**config.mk**
```make
export PLATFORM = sky130hd
export DESIGN_NAME = key_wake_standby
export DESIGN_NICKNAME = d
export VERILOG_FILES = /design/src/inc/key_wake_pkg.sv /design/src/hw/key_wake_standby.sv /design/src/hw/wake_detect.sv
export SDC_FILE = /design/constraint.sdc
export NUM_CORES = 1
export LEC_CHECK = 0
export BUFFER_PORTS_ARGS = -buffer_cell sky130_fd_sc_hd__buf_2
export CAP_MARGIN = 15
export CORE_MARGIN = 2
export CORE_UTILIZATION = 35
export CTS_CLUSTER_SIZE = 10
export DETAILED_ROUTE_END_ITERATION = 6
export PLACE_DENSITY_LB_ADDON = 0.2
export RECOVER_POWER = 100
export REMOVE_ABC_BUFFERS = 1
export SYNTH_ARGS = -nofsm -noshare
export SYNTH_HDL_FRONTEND = slang
export SYNTH_SLANG_ARGS = --single-unit
export TNS_END_PERCENT = 30
```
**constraint.sdc**
```tcl
create_clock -name sys_clk -period 2.8 [get_ports sys_clk]
set_input_delay 0 -clock sys_clk [delete_from_list [all_inputs] [get_ports sys_clk]]
set_output_delay 0 -clock sys_clk [all_outputs]
set_load 0.05 [all_outputs]
```
**src/inc/key_wake_pkg.sv**
```systemverilog
package key_wake_pkg;

  // ----------------------------------------
  // bus and pin widths
  // ----------------------------------------
  localparam int ADDR_W = 16;
  localparam int DATA_W = 32;
  localparam int STRB_W = DATA_W / 8;
  localparam int KEYS = 4;
  localparam int EVT_W = 2;

  // ----------------------------------------
  // register indices and byte addresses
  // ----------------------------------------
  localparam logic [ADDR_W-1:0] IDX_KEY_WAKE_ENABLE = 16'h0f9f;
  localparam logic [ADDR_W-1:0] IDX_CONTROL = 16'h0fa0;
  localparam logic [ADDR_W-1:0] IDX_STATUS = 16'h0fa1;
  localparam logic [ADDR_W-1:0] IDX_MASK = 16'h0fa2;
  localparam logic [ADDR_W-1:0] IDX_PINS = 16'h0fa3;
  localparam logic [ADDR_W-1:0] ADDR_KEY_WAKE_ENABLE = {IDX_KEY_WAKE_ENABLE[ADDR_W-3:0], 2'h0};
  localparam logic [ADDR_W-1:0] ADDR_CONTROL = {IDX_CONTROL[ADDR_W-3:0], 2'h0};
  localparam logic [ADDR_W-1:0] ADDR_STATUS = {IDX_STATUS[ADDR_W-3:0], 2'h0};
  localparam logic [ADDR_W-1:0] ADDR_MASK = {IDX_MASK[ADDR_W-3:0], 2'h0};
  localparam logic [ADDR_W-1:0] ADDR_PINS = {IDX_PINS[ADDR_W-3:0], 2'h0};

  // ----------------------------------------
  // field positions and reset values
  // ----------------------------------------
  localparam int KEY_EN_LSB = 4;
  localparam logic [KEYS-1:0] KEY_EN_RESET = 4'h0;
  localparam int CTRL_LEVEL_BIT = 0;
  localparam int CTRL_ENTER_BIT = 1;
  localparam logic CTRL_LEVEL_RESET = 1'h1;
  localparam int ST_RELEASED_BIT = 0;
  localparam int ST_BLOCKED_BIT = 1;
  localparam logic [EVT_W-1:0] EVT_RESET = 2'h0;
  localparam int PINS_REL_BIT = 0;
  localparam int PINS_KEY_LSB = 4;
  localparam int PINS_STBY_BIT = 8;
  localparam logic [1:0] RESP_OKAY = 2'h0;
  localparam logic [1:0] RESP_SLVERR = 2'h2;
  localparam logic [DATA_W-1:0] DATA_ZERO = 32'h0;

  // ----------------------------------------
  // types
  // ----------------------------------------
  typedef enum logic {
    MODE_RUN = 1'h0,
    MODE_STANDBY = 1'h1
  } pmode_t;

  typedef enum logic [2:0] {
    SEL_NONE = 3'h0,
    SEL_ENABLE = 3'h1,
    SEL_CONTROL = 3'h2,
    SEL_STATUS = 3'h3,
    SEL_MASK = 3'h4,
    SEL_PINS = 3'h5
  } regsel_t;

endpackage : key_wake_pkg

```
**src/hw/key_wake_standby.sv**
```systemverilog
// What this block does
// - release pin plus four key pins release standby
// - enable register, bits 7..4, upper reset zero
// - enable bits write only, read returns zero
// - one enable bit per key pin
// - exit standby on low enabled key pin, level mode only
// - release condition at entry: no standby, warm-up
// - level mode: levels; edge mode: rising release pin
// - release pin always acts, no enable bit
//
// Register access over AXI4-Lite was decided locally.
module key_wake_standby (
  input wire logic sys_clk,
  input wire logic rst_b,
  input wire logic [key_wake_pkg::ADDR_W-1:0] awaddr,
  input wire logic [2:0] awprot,
  input wire logic awvalid,
  output logic awready,
  input wire logic [key_wake_pkg::DATA_W-1:0] wdata,
  input wire logic [key_wake_pkg::STRB_W-1:0] wstrb,
  input wire logic wvalid,
  output logic wready,
  output logic [1:0] bresp,
  output logic bvalid,
  input wire logic bready,
  input wire logic [key_wake_pkg::ADDR_W-1:0] araddr,
  input wire logic [2:0] arprot,
  input wire logic arvalid,
  output logic arready,
  output logic [key_wake_pkg::DATA_W-1:0] rdata,
  output logic [1:0] rresp,
  output logic rvalid,
  input wire logic rready,
  input wire logic port2_bit0,
  input wire logic [key_wake_pkg::KEYS-1:0] keyWakePin,
  output logic standbyActive,
  output logic warmupStart,
  output logic releaseRequest,
  output logic irq
);
  import key_wake_pkg::*;

  typedef struct packed {
    pmode_t mode;
    logic [KEYS-1:0] keyEn;
    logic relLevel;
    logic [EVT_W-1:0] mask;
    logic [EVT_W-1:0] status;
    logic warmup;
    logic awHeld;
    logic [ADDR_W-1:0] awAddr;
    logic wHeld;
    logic [DATA_W-1:0] wData;
    logic [STRB_W-1:0] wStrb;
    logic bValid;
    logic [1:0] bResp;
    logic rValid;
    logic [DATA_W-1:0] rData;
    logic [1:0] rResp;
  } state_t;

  state_t cur_r;
  state_t cur_nxt;
  logic levelCond;

  // ----------------------------------------
  // address decode
  // ----------------------------------------
  function automatic regsel_t decode(input logic [ADDR_W-1:0] addr);
    regsel_t sel;
    sel = SEL_NONE;
    if (addr == ADDR_KEY_WAKE_ENABLE) begin
      sel = SEL_ENABLE;
    end else if (addr == ADDR_CONTROL) begin
      sel = SEL_CONTROL;
    end else if (addr == ADDR_STATUS) begin
      sel = SEL_STATUS;
    end else if (addr == ADDR_MASK) begin
      sel = SEL_MASK;
    end else if (addr == ADDR_PINS) begin
      sel = SEL_PINS;
    end
    return sel;
  endfunction : decode

  function automatic logic [1:0] respFor(input regsel_t sel);
    logic [1:0] resp;
    resp = RESP_OKAY;
    if (sel == SEL_NONE) begin
      resp = RESP_SLVERR;
    end
    return resp;
  endfunction : respFor

  function automatic logic [DATA_W-1:0] readWord(input regsel_t sel, input state_t s,
                                                 input logic rel, input logic [KEYS-1:0] keys);
    logic [DATA_W-1:0] word;
    word = DATA_ZERO;
    unique case (sel)
      SEL_NONE: begin
        word = DATA_ZERO;
      end
      SEL_ENABLE: begin
        word = DATA_ZERO;
      end
      SEL_CONTROL: begin
        word[CTRL_LEVEL_BIT] = s.relLevel;
      end
      SEL_STATUS: begin
        word[EVT_W-1:0] = s.status;
      end
      SEL_MASK: begin
        word[EVT_W-1:0] = s.mask;
      end
      SEL_PINS: begin
        word[PINS_REL_BIT] = rel;
        word[PINS_KEY_LSB +: KEYS] = keys;
        word[PINS_STBY_BIT] = (s.mode == MODE_STANDBY);
      end
      default: word = DATA_ZERO;
    endcase
    return word;
  endfunction : readWord

  // ----------------------------------------
  // release detection
  // ----------------------------------------
  wake_detect detect (
    .sys_clk(sys_clk),
    .rst_b(rst_b),
    .releasePin(port2_bit0),
    .keyPin(keyWakePin),
    .keyEnable(cur_r.keyEn),
    .levelMode(cur_r.relLevel),
    .levelCond(levelCond),
    .releaseReq(releaseRequest)
  );

  // ----------------------------------------
  // bus handshakes
  // ----------------------------------------
  assign awready = !cur_r.awHeld && !cur_r.bValid;
  assign wready = !cur_r.wHeld && !cur_r.bValid;
  assign arready = !cur_r.rValid;
  assign bvalid = cur_r.bValid;
  assign bresp = cur_r.bResp;
  assign rvalid = cur_r.rValid;
  assign rdata = cur_r.rData;
  assign rresp = cur_r.rResp;

  // ----------------------------------------
  // pin side outputs and interrupt
  // ----------------------------------------
  assign standbyActive = (cur_r.mode == MODE_STANDBY);
  assign warmupStart = cur_r.warmup;
  assign irq = |(cur_r.status & cur_r.mask);

  // ----------------------------------------
  // next state
  // ----------------------------------------
  always_comb begin
    logic enterReq;
    logic [EVT_W-1:0] evt;
    logic [EVT_W-1:0] clr;
    regsel_t wsel;
    regsel_t rsel;
    enterReq = 1'h0;
    evt = EVT_RESET;
    clr = EVT_RESET;
    wsel = decode(cur_r.awAddr);
    rsel = decode(araddr);
    cur_nxt = cur_r;
    cur_nxt.warmup = 1'h0;

    // ----------------------------------------
    // address and data taken in either order
    // ----------------------------------------
    if (awvalid && awready) begin
      cur_nxt.awHeld = 1'h1;
      cur_nxt.awAddr = awaddr;
    end
    if (wvalid && wready) begin
      cur_nxt.wHeld = 1'h1;
      cur_nxt.wData = wdata;
      cur_nxt.wStrb = wstrb;
    end

    // ----------------------------------------
    // register write once both are held
    // ----------------------------------------
    if (cur_r.awHeld && cur_r.wHeld) begin
      cur_nxt.awHeld = 1'h0;
      cur_nxt.wHeld = 1'h0;
      cur_nxt.bValid = 1'h1;
      cur_nxt.bResp = respFor(wsel);
      if (cur_r.wStrb[0]) begin
        unique case (wsel)
          SEL_NONE: begin
            cur_nxt.bResp = RESP_SLVERR;
          end
          SEL_ENABLE: begin
            cur_nxt.keyEn = cur_r.wData[KEY_EN_LSB +: KEYS];
          end
          SEL_CONTROL: begin
            cur_nxt.relLevel = cur_r.wData[CTRL_LEVEL_BIT];
            enterReq = cur_r.wData[CTRL_ENTER_BIT];
          end
          SEL_STATUS: begin
            cur_nxt.bResp = RESP_OKAY;
          end
          SEL_MASK: begin
            cur_nxt.mask = cur_r.wData[EVT_W-1:0];
          end
          SEL_PINS: begin
            cur_nxt.bResp = RESP_OKAY;
          end
          default: begin
            cur_nxt.bResp = RESP_SLVERR;
          end
        endcase
      end
    end

    // ----------------------------------------
    // write response
    // ----------------------------------------
    if (cur_r.bValid && bready) begin
      cur_nxt.bValid = 1'h0;
    end

    // ----------------------------------------
    // register read
    // ----------------------------------------
    if (arvalid && arready) begin
      cur_nxt.rValid = 1'h1;
      cur_nxt.rData = readWord(rsel, cur_r, port2_bit0, keyWakePin);
      cur_nxt.rResp = respFor(rsel);
      if (rsel == SEL_STATUS) begin
        clr = cur_r.status;
      end
    end

    // ----------------------------------------
    // read response
    // ----------------------------------------
    if (cur_r.rValid && rready) begin
      cur_nxt.rValid = 1'h0;
    end

    // ----------------------------------------
    // standby entry and release
    // ----------------------------------------
    unique case (cur_r.mode)
      MODE_RUN: begin
        if (enterReq) begin
          if (levelCond) begin
            cur_nxt.warmup = 1'h1;
            evt[ST_BLOCKED_BIT] = 1'h1;
          end else begin
            cur_nxt.mode = MODE_STANDBY;
          end
        end
      end
      MODE_STANDBY: begin
        if (releaseRequest) begin
          cur_nxt.mode = MODE_RUN;
          cur_nxt.warmup = 1'h1;
          evt[ST_RELEASED_BIT] = 1'h1;
        end
      end
    endcase

    // ----------------------------------------
    // sticky events, set wins over read clear
    // ----------------------------------------
    cur_nxt.status = (cur_r.status & ~clr) | evt;
  end

  // ----------------------------------------
  // state register
  // ----------------------------------------
  always_ff @(posedge sys_clk or negedge rst_b) begin
    if (!rst_b) begin
      cur_r.mode <= MODE_RUN;
      cur_r.keyEn <= KEY_EN_RESET;
      cur_r.relLevel <= CTRL_LEVEL_RESET;
      cur_r.mask <= EVT_RESET;
      cur_r.status <= EVT_RESET;
      cur_r.warmup <= 1'h0;
      cur_r.awHeld <= 1'h0;
      cur_r.awAddr <= '0;
      cur_r.wHeld <= 1'h0;
      cur_r.wData <= DATA_ZERO;
      cur_r.wStrb <= '0;
      cur_r.bValid <= 1'h0;
      cur_r.bResp <= RESP_OKAY;
      cur_r.rValid <= 1'h0;
      cur_r.rData <= DATA_ZERO;
      cur_r.rResp <= RESP_OKAY;
    end else begin
      cur_r <= cur_nxt;
    end
  end

endmodule : key_wake_standby

```
**src/hw/wake_detect.sv**
```systemverilog
module wake_detect (
  input wire logic sys_clk,
  input wire logic rst_b,
  input wire logic releasePin,
  input wire logic [key_wake_pkg::KEYS-1:0] keyPin,
  input wire logic [key_wake_pkg::KEYS-1:0] keyEnable,
  input wire logic levelMode,
  output logic levelCond,
  output logic releaseReq
);
  import key_wake_pkg::*;

  typedef struct packed {
    logic prevRelease;
  } det_t;

  det_t cur_r;
  det_t cur_nxt;

  // ----------------------------------------
  // release condition, no clock in the path
  // ----------------------------------------
  always_comb begin
    cur_nxt = cur_r;
    cur_nxt.prevRelease = releasePin;
    levelCond = releasePin | (|(keyEnable & ~keyPin));
    if (levelMode) begin
      releaseReq = levelCond;
    end else begin
      releaseReq = releasePin & ~cur_r.prevRelease;
    end
  end

  always_ff @(posedge sys_clk or negedge rst_b) begin
    if (!rst_b) begin
      cur_r <= '0;
    end else begin
      cur_r <= cur_nxt;
    end
  end

endmodule : wake_detect

```
Yosys cells after proc, flatten, opt, wreduce, memory -nomap -nowiden
Cells that the tools add are included. W data, S select, Z words.

Memory bits (read-only): 0. Flip-flop bits (word level): 79. Memories: 0. Bits of input ports: 86. Bits in latches: 0. Bits in writable memories: 0.

Divide/modulo/power cells: 0. Reduce and logical (&&, ||, !) cells: 25. Shifts and indexed selects: 0. Multiplexer cells: 41. Add/subtract/negate cells: 0. Bitwise logic cells: 10. Multipliers: 0. Eq/ne operators: 19. Order comparisons: 0.

Operator list (number): $eq A16 B14 Y1 const B (10); $mux W37 (1); $mux W35 (1); $mux W3 (11); $mux W17 (1); $mux W1 (16); $eq A3 B2 Y1 const B (4); $eq A3 B3 Y1 const B (4); $mux W2 (5); $reduce_and A3 Y1 (3); $logic_and A1 B1 Y1 (8); $reduce_bool A2 Y1 (4); $logic_not A3 Y1 (2); $pmux W1 S2 (3); $mux W5 (1); $and A2 B2 Y2 (2); $and A4 B4 Y4 (1); $logic_not A1 Y1 (4); $not A4 Y4 (1); $pmux W1 S4 (1); $pmux W2 S2 (1); $reduce_or A2 Y1 (2); $reduce_or A4 Y1 (1); $eq A3 B1 Y1 const B (1); other kinds (6) (7).

Longest topological paths before layout
Gate-level depths: netlist of the first run.

Depth after elaboration: 13. Gate-level depth with buffers: 5. Gate-level depth less buffers: 4.

Cells and area by module
Synthesis of the first run repeated with hierarchy kept, for this count alone.

Cells, all modules: 195. Area total of the unflattened synthesis: 2366.0 um^2.

Modules (own cells, without submodules): key_wake_standby (instances 1, seq. area each 1177.4 um^2, cells each 185, area each 2278.4 um^2); wake_detect (instances 1, seq. area each 25.0 um^2, cells each 10, area each 87.6 um^2).

Worst setup path before layout of the first run
OpenSTA, ideal clock, no wires.

Path kind: register to register. Start: register cur_r, in the netlist bvalid. End: register cur_r[75] (netlist bit). Stages on the path, launching flop included: 6. Clock period less this slack: 2.545 ns. Setup slack: 0.255 ns. Setup time: 0.125 ns. Required time: 2.675 ns. Arrival: 2.420 ns. Path through: dfrtp_1 -> nor2_1 -> and2_1 -> clkbuf_1 -> buf_2 -> mux2_2.

Cells in the longest elaborated chain, start to end: 3.

RTL lines: from (decl) (RTL line key_wake_standby.sv:62) `state_t cur_r;`; from (signal assigned) (RTL line key_wake_standby.sv:301) `cur_r <= cur_nxt;`; $logic_not A1 Y1 (RTL line key_wake_standby.sv:142) `assign awready = !cur_r.awHeld && !cur_r.bValid;`; $logic_and A1 B1 Y1 (RTL line key_wake_standby.sv:142); via awready (RTL line key_wake_standby.sv:18) `output logic awready,`; $logic_and A1 B1 Y1 (RTL line key_wake_standby.sv:178) `if (awvalid && awready) begin`.

The timed path passes the listed nets, and every way through them passes these cells. A chain may end at the register's enable or synchronous reset.

Worst setup path in the final report of the first run
Start: register cur_r[83] (netlist bit). End: register cur_r[100] (netlist bit).

Cells in the longest elaborated chain, start to end: 8.

RTL lines: $eq A16 B14 Y1 (RTL line key_wake_standby.sv:80) `end else if (addr == ADDR_PINS) begin`; $mux W3 (RTL line key_wake_standby.sv:80); $mux W3 (RTL line key_wake_standby.sv:78) `end else if (addr == ADDR_MASK) begin`; $mux W3 (RTL line key_wake_standby.sv:76) `end else if (addr == ADDR_STATUS) begin`; $mux W3 (RTL line key_wake_standby.sv:74) `end else if (addr == ADDR_CONTROL) begin`; $mux W3 (*) (RTL line key_wake_standby.sv:72) `if (addr == ADDR_KEY_WAKE_ENABLE) begin`; $eq A3 B1 Y1 (*) (RTL line key_wake_standby.sv:197) `unique case (wsel)`; $reduce_and A3 Y1 (no line) (*).

Every way passes the cells marked *; elsewhere a longest branch is shown, timed or not.

==> run metrics, run 1 <==
worst-skew pair later-pin latency=290 ps; combinational power share=31.5%; post-synthesis xor/xnor area fraction=0%; Synth top cells by count=dfrtp_1, buf_4, mux2_2; hold depth=4; fin worst setup slack=832 ps; Via Count=1709; Warnings, synthesis=0; worst endpoint required time=2980 ps; worst vdd ir=0.622 mV; # clock sinks=48; Max stage delay on crit path=580 ps; FILL cells=658; setup TNS=0 ps; core area=6720 um^2; GRT Overall Usage=12.7%; GRT overflow=0; CP cell instances=nand4b_1, nor4_1, nand3_1, mux2_2; Psw=0.000710 W; sequential cell area=1200 um^2; Synth Area in Compound Gates=7.64%; Max Freq=508 MHz; area delta synth->final=26.6%; Syn Std Cell Area=2390 um^2; Final Util=45.0%; reg2reg path depth=4; initial antenna violation count=0; DR pass1 iterations=4; arrival time worst endpoint=2150 ps; DIE HEIGHT=86.7 um; area occupied by multi-input gates=962 um^2; dpl ws=810 ps; Largest delay share family, worst path=simple AND/OR/NAND/NOR gates; share of total power in the clock network=20.1%; vias in the first global route=1620; vias per cell=4.57; Starting Density=35.6%; clock-pin slew on the worst setup and hold paths=90 ps; Die ar.=7510 um^2; Clock Skews=4.86 ps; crit end category=flop; first-pass GRT wire length=7430 um; Net Sw Frac=33.7%; predominant post-synthesis flop cell=dfrtp_1; leak pwr=1.38 nW; Int Pwr=0.00139 W; CTS tree=done; post-synthesis mux area share=16.4%; Seq pwr share=48.4%; Max Cap Viol=0; simple-gate share of the synthesized area=12.6%; Worst Path Buf+Inv=0; Hold Crit Start=araddr[0]; register area share after synthesis=50.3%; Starting DRT DRC Count=43; Synth Register Bits=48; status=finished, final reports clean; post-CTS sizing=0; FF-to-FF Start=cur_r[83]; Final #Nets=379; Crit. path cell count=4; final WL=4630 um; slowest CP cell=nor4_1; Power Density=695 nW/um^2; Cells after Synth=200; period utilisation layout=70.3%; Final min period=1970 ps; Synth area leaders=dfrtp_1, mux2_2, buf_4, a22o_1, o21ai_0; main combinational cell family by area after synthesis=multiplexers; Hold Path Sink=rdata[1]; RR Endpoint=cur_r[100]; Final GP Congestion=0.702; Synth top area share=49.2%; Adder-Cell Fraction of Synth Area=0%; Post-synth EDFFs=0; clock root buffer=clkbuf_8; placement row count=30; DR WL/cell=12.4 um; most numerous cell in the Yosys netlist=dfrtp_1; Slew Limit Fails=0; largest net degree at the start of global routing=49; ant diodes=0; Horiz. Die Dim=86.7 um; Final ANT Viol Nets=0; layout cells sized above 1=32.3%; final count of negative-setup-slack endpoints=0; Syn Area/Cell=12.0 um^2; post-DP HPWL=3320 um; worst slew pin tran=1090 ps; io pins=131; HP Class=input pin to flop; Netlist cell types=38; Startpoint Class=flop; Post-synth ARST share=100%; Hold Vio Cnt, Final=0; largest area contributor in the netlist=dfrtp_1; Max FO, Critical Path=5; clock buffer depth=2; RSZ-0062 raised after global routing=no; count of input and output buffers=68; residual DRC count=0; slew margin rel.=27.3%; number of CTS-inserted buffers=5; critical path class=flop to flop; H-Tree Depth=2; R2R setup slack=830 ps
-- per-layer routing --
layer	share of wire (%)	wire length (um)	vias up	global-route usage, %
met5	0	0	-	0
met1	45	2080	812	16.0
li1	-	-	824	-
met3	6.8	314	5	3.52
met2	47	2180	68	21.1
met4	1.2	56	0	3.84
-- worst max path at each step --
stage / start / to / slack [ps]
2_1_floorplan: bvalid / cur_r[75] / 380
3_3_place_gp: cur_r[83] / cur_r[101] / 820
3_5_place_dp: cur_r[83] / cur_r[101] / 810
4_1_cts: cur_r[83] / cur_r[100] / 790
5_1_grt: cur_r[83] / cur_r[98] / 580
6_report: cur_r[83] / cur_r[100] / 830
-- cell usage in the layout, fill, tap and decap left out, drive strengths merged, types with 5 or more instances in the layout --
cell type / Yosys / final
a22o: 7 / 7
buf: 37 / 49
clkbuf: 3 / 27
conb: 1 / 27
dfrtp: 47 / 47
dlygate4sd3: 0 / 31
inv: 6 / 6
mux2: 33 / 33
nand2: 8 / 8
nand2b: 7 / 7
nand4b: 5 / 5
nor2: 7 / 7
o21ai: 10 / 10
-- stage by stage --
step / power [W] / instances / cell area, um^2 / hold WS [ps]
after floorplan: 0.00151 / 186 / 2200 / -296
after global placement: 0.00167 / 334 / 2640 / 182
after detailed placement: 0.00168 / 334 / 2640 / 184
after CTS: 0.00214 / 373 / 3050 / 58.4
after global routing: 0.00224 / 374 / 3030 / 101
final: 0.00210 / 374 / 3030 / 73.3
-- worst reg2reg max path: stages (launching register included) --
cell      delay [ps]
dfrtp_1          380
nand4b_1         180
nor4_1           580
nand3_1          360
mux2_2           360
-- flip-flops by register name, indices dropped and copies added, names as in the netlist --
register,count
warmupStart,1
bvalid,1
bresp,1
cur_r,34
rresp,1
rvalid,1
standbyActive,1
rdata,7
detect.cur_r,1
-- timing repair --
action                    in CTS  in global routing
setup buffers                  0                  0
hold endpoints to repair      77                  0
hold buffers                  31                  0
-- kinds of logic after synthesis --
logic type	count (synthesis)
AOI/OAI and AO/OA	26
buffers and inverters	46
DFF	48
and+or+nand+nor	44
other	1
muxes	35
-- power by group through the flow --
stage               clock network, W  registers (W)  logic (W)
finish                      0.000423        0.00102   0.000662
global route                0.000465        0.00105   0.000722
CTS                         0.000443        0.00102   0.000677
detailed placement                 0        0.00104   0.000643
global placement                   0        0.00103   0.000635
floorplan                          0        0.00102   0.000492
-- layout make-up --
cell class | instances | share of cell area [%]
well taps | 80 | 3.31
clock inverters | 1 | 0.248
inverters | 6 | 0.744
repair buffers | 100 | 21.3
clock buffers | 7 | 2.85
multi-input cells | 132 | 31.8
flip-flops and latches | 48 | 39.7
No activity file was read; power rests on OpenSTA's default activity.
==> inputs of run 2 (changes only) <==
==> constraint.sdc (replaced) <==
create_clock -name sys_clk -period 2 [get_ports sys_clk]
set_input_delay 0 -clock sys_clk [delete_from_list [all_inputs] [get_ports sys_clk]]
set_output_delay 0 -clock sys_clk [all_outputs]
set_load 0.05 [all_outputs]
==> run 2 against run 1 <==
Effect of this change: routed wire length grew 2.8%; setup slack lost 680 ps; power grew 45%; clock-buffer cell count shrank 1; final cell count grew 0.53%; die area is the same; clock skew grew 5.9 ps; via count shrank 0.12%; critical path type unchanged; critical endpoint is now warmupStart.
==> run metrics, run 2 (synthesized netlist as in run 1, its figures left out) <==
status=finished, final reports clean; post-DP HPWL=3430 um; critical path class=flop to flop; dpl ws=131 ps; R2R setup slack=150 ps; hold depth=4; clock root buffer=clkbuf_8; ant diodes=0; setup TNS=0 ps; FF-to-FF Start=cur_r[79]; Slew Limit Fails=0; worst-skew pair later-pin latency=290 ps; placement row count=30; Net Sw Frac=33.0%; number of CTS-inserted buffers=5; Most flops, register=cur_r; area delta synth->final=27.5%; Startpoint Class=flop; Seq pwr share=46.7%; worst vdd ir=0.959 mV; largest net degree at the start of global routing=49; Horiz. Die Dim=86.7 um; Final #Nets=381; HP Class=input pin to flop; Max Freq=540 MHz; DIE HEIGHT=86.7 um; Hold Path Sink=rdata[0]; # clock sinks=48; Final GP Congestion=0.743; H-Tree Depth=2; GRT overflow=0; commonest non-fill, non-tap cell in the layout=buf_2; worst slew pin tran=1200 ps; Hold Vio Cnt, Final=0; count of input and output buffers=68; Max FO, Critical Path=3; DR WL/cell=12.7 um; Die ar.=7510 um^2; share of total power in the clock network=22.6%; final count of negative-setup-slack endpoints=0; Final ANT Viol Nets=0; RR Endpoint=warmupStart; Starting DRT DRC Count=33; vias in the first global route=1658; GRT Overall Usage=13.2%; vias per cell=4.54; slew margin rel.=19.9%; core area=6720 um^2; Max Cap Viol=0; number of flip-flops in the largest register=34; worst endpoint required time=2210 ps; residual DRC count=0; first-pass GRT wire length=7770 um; CTS tree=done; layout cells sized above 1=33.8%; Hold Slack=63.3 ps; Hold Crit Start=araddr[1]; Clock Skews=10.7 ps; Int Pwr=0.00205 W; arrival time worst endpoint=2060 ps; Final min period=1850 ps; combinational power share=30.7%; reg2reg path depth=4; period utilisation layout=92.5%; clock-pin slew on the worst setup and hold paths=90 ps; RSZ-0062 raised after global routing=yes; Starting Density=35.6%; post-CTS setup buffer count=0; leak pwr=1.40 nW; clock buffer depth=2; initial antenna violation count=0; Psw=0.00101 W; DR pass1 iterations=4; Via Count=1707; crit end category=flop; io pins=131; Power Density=1000 nW/um^2; commonest non-fill, non-tap cells in the layout=buf_2, dfrtp_1, mux2_2, dlygate4sd3_1, conb_1; final WL=4760 um; fin worst setup slack=149 ps
==> run 2: changes by cell type in the layout (fill, tap and decap cells not counted), sizes merged <==
| cell | before | now |
|---|---|---|
| bufinv | 0 | 1 |
| clkinv | 0 | 1 |
| buf | 49 | 50 |
| clkinvlp | 1 | 0 |
==> run 2: through the flow <==
step / utilization, % / total power, W / instance area (um^2) / instances
detailed placement: 39.7 / 0.00237 / 2670 / 337
CTS: 45.9 / 0.00312 / 3080 / 376
floorplan: - / 0.00212 / 2200 / 186
finish: 45.4 / 0.00305 / 3050 / 376
global placement: 39.7 / 0.00234 / 2670 / 337
global route: 45.4 / 0.00327 / 3050 / 376
==> run 2: timing repair <==
| item | 4_1_cts | 5_1_grt |
|---|---|---|
| endpoints found under the hold margin | 77 | 0 |
| hold buffers | 31 | 0 |
| resized for setup | 0 | 1 |
| endpoints found under the setup margin | 0 | 1 |
==> run 2: area by class of cell <==
class                   instances  area, um^2
clock inverters                 2        35.0
inverters                       6        22.5
repair buffers                102         644
clock buffers                   6        72.6
well taps                      80         100
multi-input cells             132         971
flip-flops and latches         48        1200
fillers                       680        3670
==> run 2: how the worst max path moves through the flow <==
stage          startpoint           to  slack, ps  cells past startpoint
3_5_place_dp    cur_r[79]  warmupStart        130                      4
3_3_place_gp    cur_r[79]  warmupStart        150                      4
4_1_cts         cur_r[79]  warmupStart        110                      4
2_1_floorplan      bvalid    cur_r[75]       -420                      3
6_report        cur_r[79]  warmupStart        150                      4
5_1_grt         cur_r[79]  warmupStart        -40                      4
==> run 2: power groups by stage <==
stage	Combinational (W)	Sequential [W]	Clock [W]
2_1_floorplan	0.000689	0.00143	0
3_3_place_gp	0.000902	0.00144	0
3_5_place_dp	0.000914	0.00145	0
4_1_cts	0.000964	0.00143	0.000726
5_1_grt	0.00102	0.00147	0.000767
6_report	0.000937	0.00143	0.000690
==> run 2: per-layer routing <==
metal,vias to the layer above,wire length (um),GRT usage [%]
li1,833,-,-
met2,71,2220,22.3
met3,5,370,3.90
met5,-,0,0
met4,0,45,4.26
met1,798,2120,16.3
==> run 2: worst max-delay path, cell delays in order (launching register included) <==
cell	delay [ps]
dfrtp_1	410
or4b_4	560
nor4b_4	270
nand4b_1	220
a221oi_2	310
==> inputs of run 3 (changes only) <==
--- a/config.mk
+++ b/config.mk
@@ -16,5 +16,6 @@
 export REMOVE_ABC_BUFFERS = 1
 export SYNTH_ARGS = -nofsm -noshare
 export SYNTH_HDL_FRONTEND = slang
+export SYNTH_HIERARCHICAL = 1
 export SYNTH_SLANG_ARGS = --single-unit
 export TNS_END_PERCENT = 30
==> run 3 against run 2 <==
Effect of this change: maximum frequency shrank 1.7%; die area fell by 1.0%; critical path depth did not move; routed wire length fell by 6.2%; critical path type unchanged.
==> run metrics, run 3 <==
Most flops, register=cur_r; Final Instance Count excl. Fillers=368; sequential cell area=1200 um^2; Warnings, synthesis=6; Post-synth ARST share=100%; RSZ-0062 raised after global routing=no; GRT overflow=0; Hold Vio Cnt, Final=0; Slew Limit Fails=0; slew margin rel.=21.4%; DR WL/cell=12.1 um; Post-synth EDFFs=0; register area share after synthesis=50.8%; worst-skew pair later-pin latency=300 ps; Synth Register Bits=48; RR Endpoint=cur_r[96]; Startpoint Class=flop; Global Route met3 Usage=3.14%; Horiz. Die Dim=86.2 um; Die ar.=7430 um^2; post-CTS sizing=0; arrival time worst endpoint=2060 ps; core area=6460 um^2; Starting Density=36.6%; Synth top cells by count=dfrtp_1, buf_4, mux2_2; number of flip-flops in the largest register=34; Max Cap Viol=0; GRT busiest layer=met2; worst vdd ir=0.745 mV; Synth area leaders=dfrtp_1, buf_4, mux2_2, mux2_1, a22o_1; FILL cells=614; area occupied by multi-input gates=945 um^2; Cells after Synth=195; initial antenna violation count=0; Syn Area/Cell=12.1 um^2; io pins=131; post-CTS setup buffer count=0; Hold Slack=45.5 ps; Hold Path Sink=rdata[1]; met1 Use GR=15.9%; layout cells sized above 1=29.6%; vias per cell=4.53; worst slew pin tran=1180 ps; Final min period=1880 ps; Clock Skews=11.9 ps; DIE HEIGHT=86.2 um; Hold Crit Start=araddr[1]; Synth top area share=49.7%; Post-Place Cells=329; clock root buffer=clkbuf_8; commonest non-fill, non-tap cell in the layout=buf_2; period utilisation layout=94.1%; Final ANT Viol Nets=0; DR pass1 iterations=3; # clock sinks=48; CTS tree=done; post-DP HPWL=3220 um; vias in the first global route=1583; largest area contributor in the netlist=dfrtp_1; HP Class=input pin to flop; largest net degree at the start of global routing=49; placement row count=29; Netlist cell types=39; clock-pin slew on the worst setup and hold paths=90 ps; Power Density=979 nW/um^2; ant diodes=0; Max Freq=531 MHz; first-pass GRT wire length=7200 um; area delta synth->final=27.1%; final count of negative-setup-slack endpoints=0; Final GP Congestion=0.700; H-Tree Depth=2; status=finished, final reports clean; worst endpoint required time=2180 ps; number of CTS-inserted buffers=5; most numerous cell in the Yosys netlist=dfrtp_1; clock buffer depth=2; residual DRC count=0; Worst Setup SP=cur_r[79]; critical path class=flop to flop; leak pwr=1.39 nW; Final #Nets=376; FF-to-FF Start=cur_r[79]; predominant post-synthesis flop cell=dfrtp_1; R2R setup slack=120 ps; commonest non-fill, non-tap cells in the layout=buf_2, dfrtp_1, dlygate4sd3_1, conb_1, clkbuf_1; crit end category=flop; Syn Std Cell Area=2370 um^2; final WL=4470 um; hold depth=4; GRT Overall Usage=12.2%; count of input and output buffers=68; Via Count=1668; Starting DRT DRC Count=26; reg2reg path depth=4; Max FO, Critical Path=3; grt met2 use=20.3%
## run 3: changes by cell type after synthesis, sizes merged, moves of 2 or more
cell,before,now
nand4,0,4
o21ai,10,6
a21oi,1,4
nand3,2,5
mux2,33,31
nand2,8,6
nand2b,7,5
nand4b,5,3
or2,2,0
## run 3: metal layers
layer | wire, um | vias up | share of wire [%]
li1 | - | 814 | -
met3 | 358 | 2 | 8.0
met4 | 15 | 0 | 0.34
met2 | 2020 | 76 | 45
met5 | 0 | - | 0
met1 | 2080 | 776 | 46
## run 3: worst max path at each step
stage / to / slack, ps / cells past startpoint
after floorplan: cur_r[75] / -430 / 3
after global placement: cur_r[95] / 180 / 4
after detailed placement: cur_r[95] / 180 / 4
after CTS: cur_r[96] / 130 / 4
after global routing: cur_r[96] / 40 / 4
final: cur_r[96] / 120 / 4
## run 3: layout make-up
class | count | share of cell area, %
clock buffers | 7 | 2.87
flip-flops and latches | 48 | 40.0
multi-input cells | 126 | 31.4
well taps | 77 | 3.20
inverters | 7 | 0.874
clock inverters | 1 | 0.250
repair buffers | 102 | 21.4
## run 3: report_power, final
| group | switching [W] | internal, W |
|---|---|---|
| sequential | 0.000199 | 0.00125 |
| clock | 0.000319 | 0.000281 |
| combinational | 0.000504 | 0.000392 |
| total | 0.00102 | 0.00192 |
## run 3: cells by family (layout without fill, tap and decap cells)
family	after synthesis	in the layout	share of synthesized area, %
other	1	27	0.158
AOI/OAI and AO/OA	24	24	7.51
buffers and inverters	47	117	13.2
and+or+nand+nor	42	42	12.2
DFF	48	48	50.8
muxes	33	33	16.1
## run 3: repair_timing
item	in CTS	in global routing
hold buffers	31	0
setup endpoints to repair	0	0
hold endpoints to repair	77	0
## run 3: worst max-delay path, cell delays in order (launching register included)
cell and delay [ps]:
dfrtp_1 400, or4b_1 580, nor4_2 260, nand4_1 180, mux2_1 340
## run 3: per-stage QoR
step	area [um^2]	total power (W)	util (%)	setup TNS, ps	setup slack (ps)
after floorplan	2180	0.00211	-	-8200	-433
after global placement	2640	0.00233	40.8	0	178
final	3010	0.00294	46.6	0	118
after CTS	3040	0.00301	47.1	0	130
after global routing	3010	0.00314	46.6	0	39.4
after detailed placement	2640	0.00236	40.8	0	177
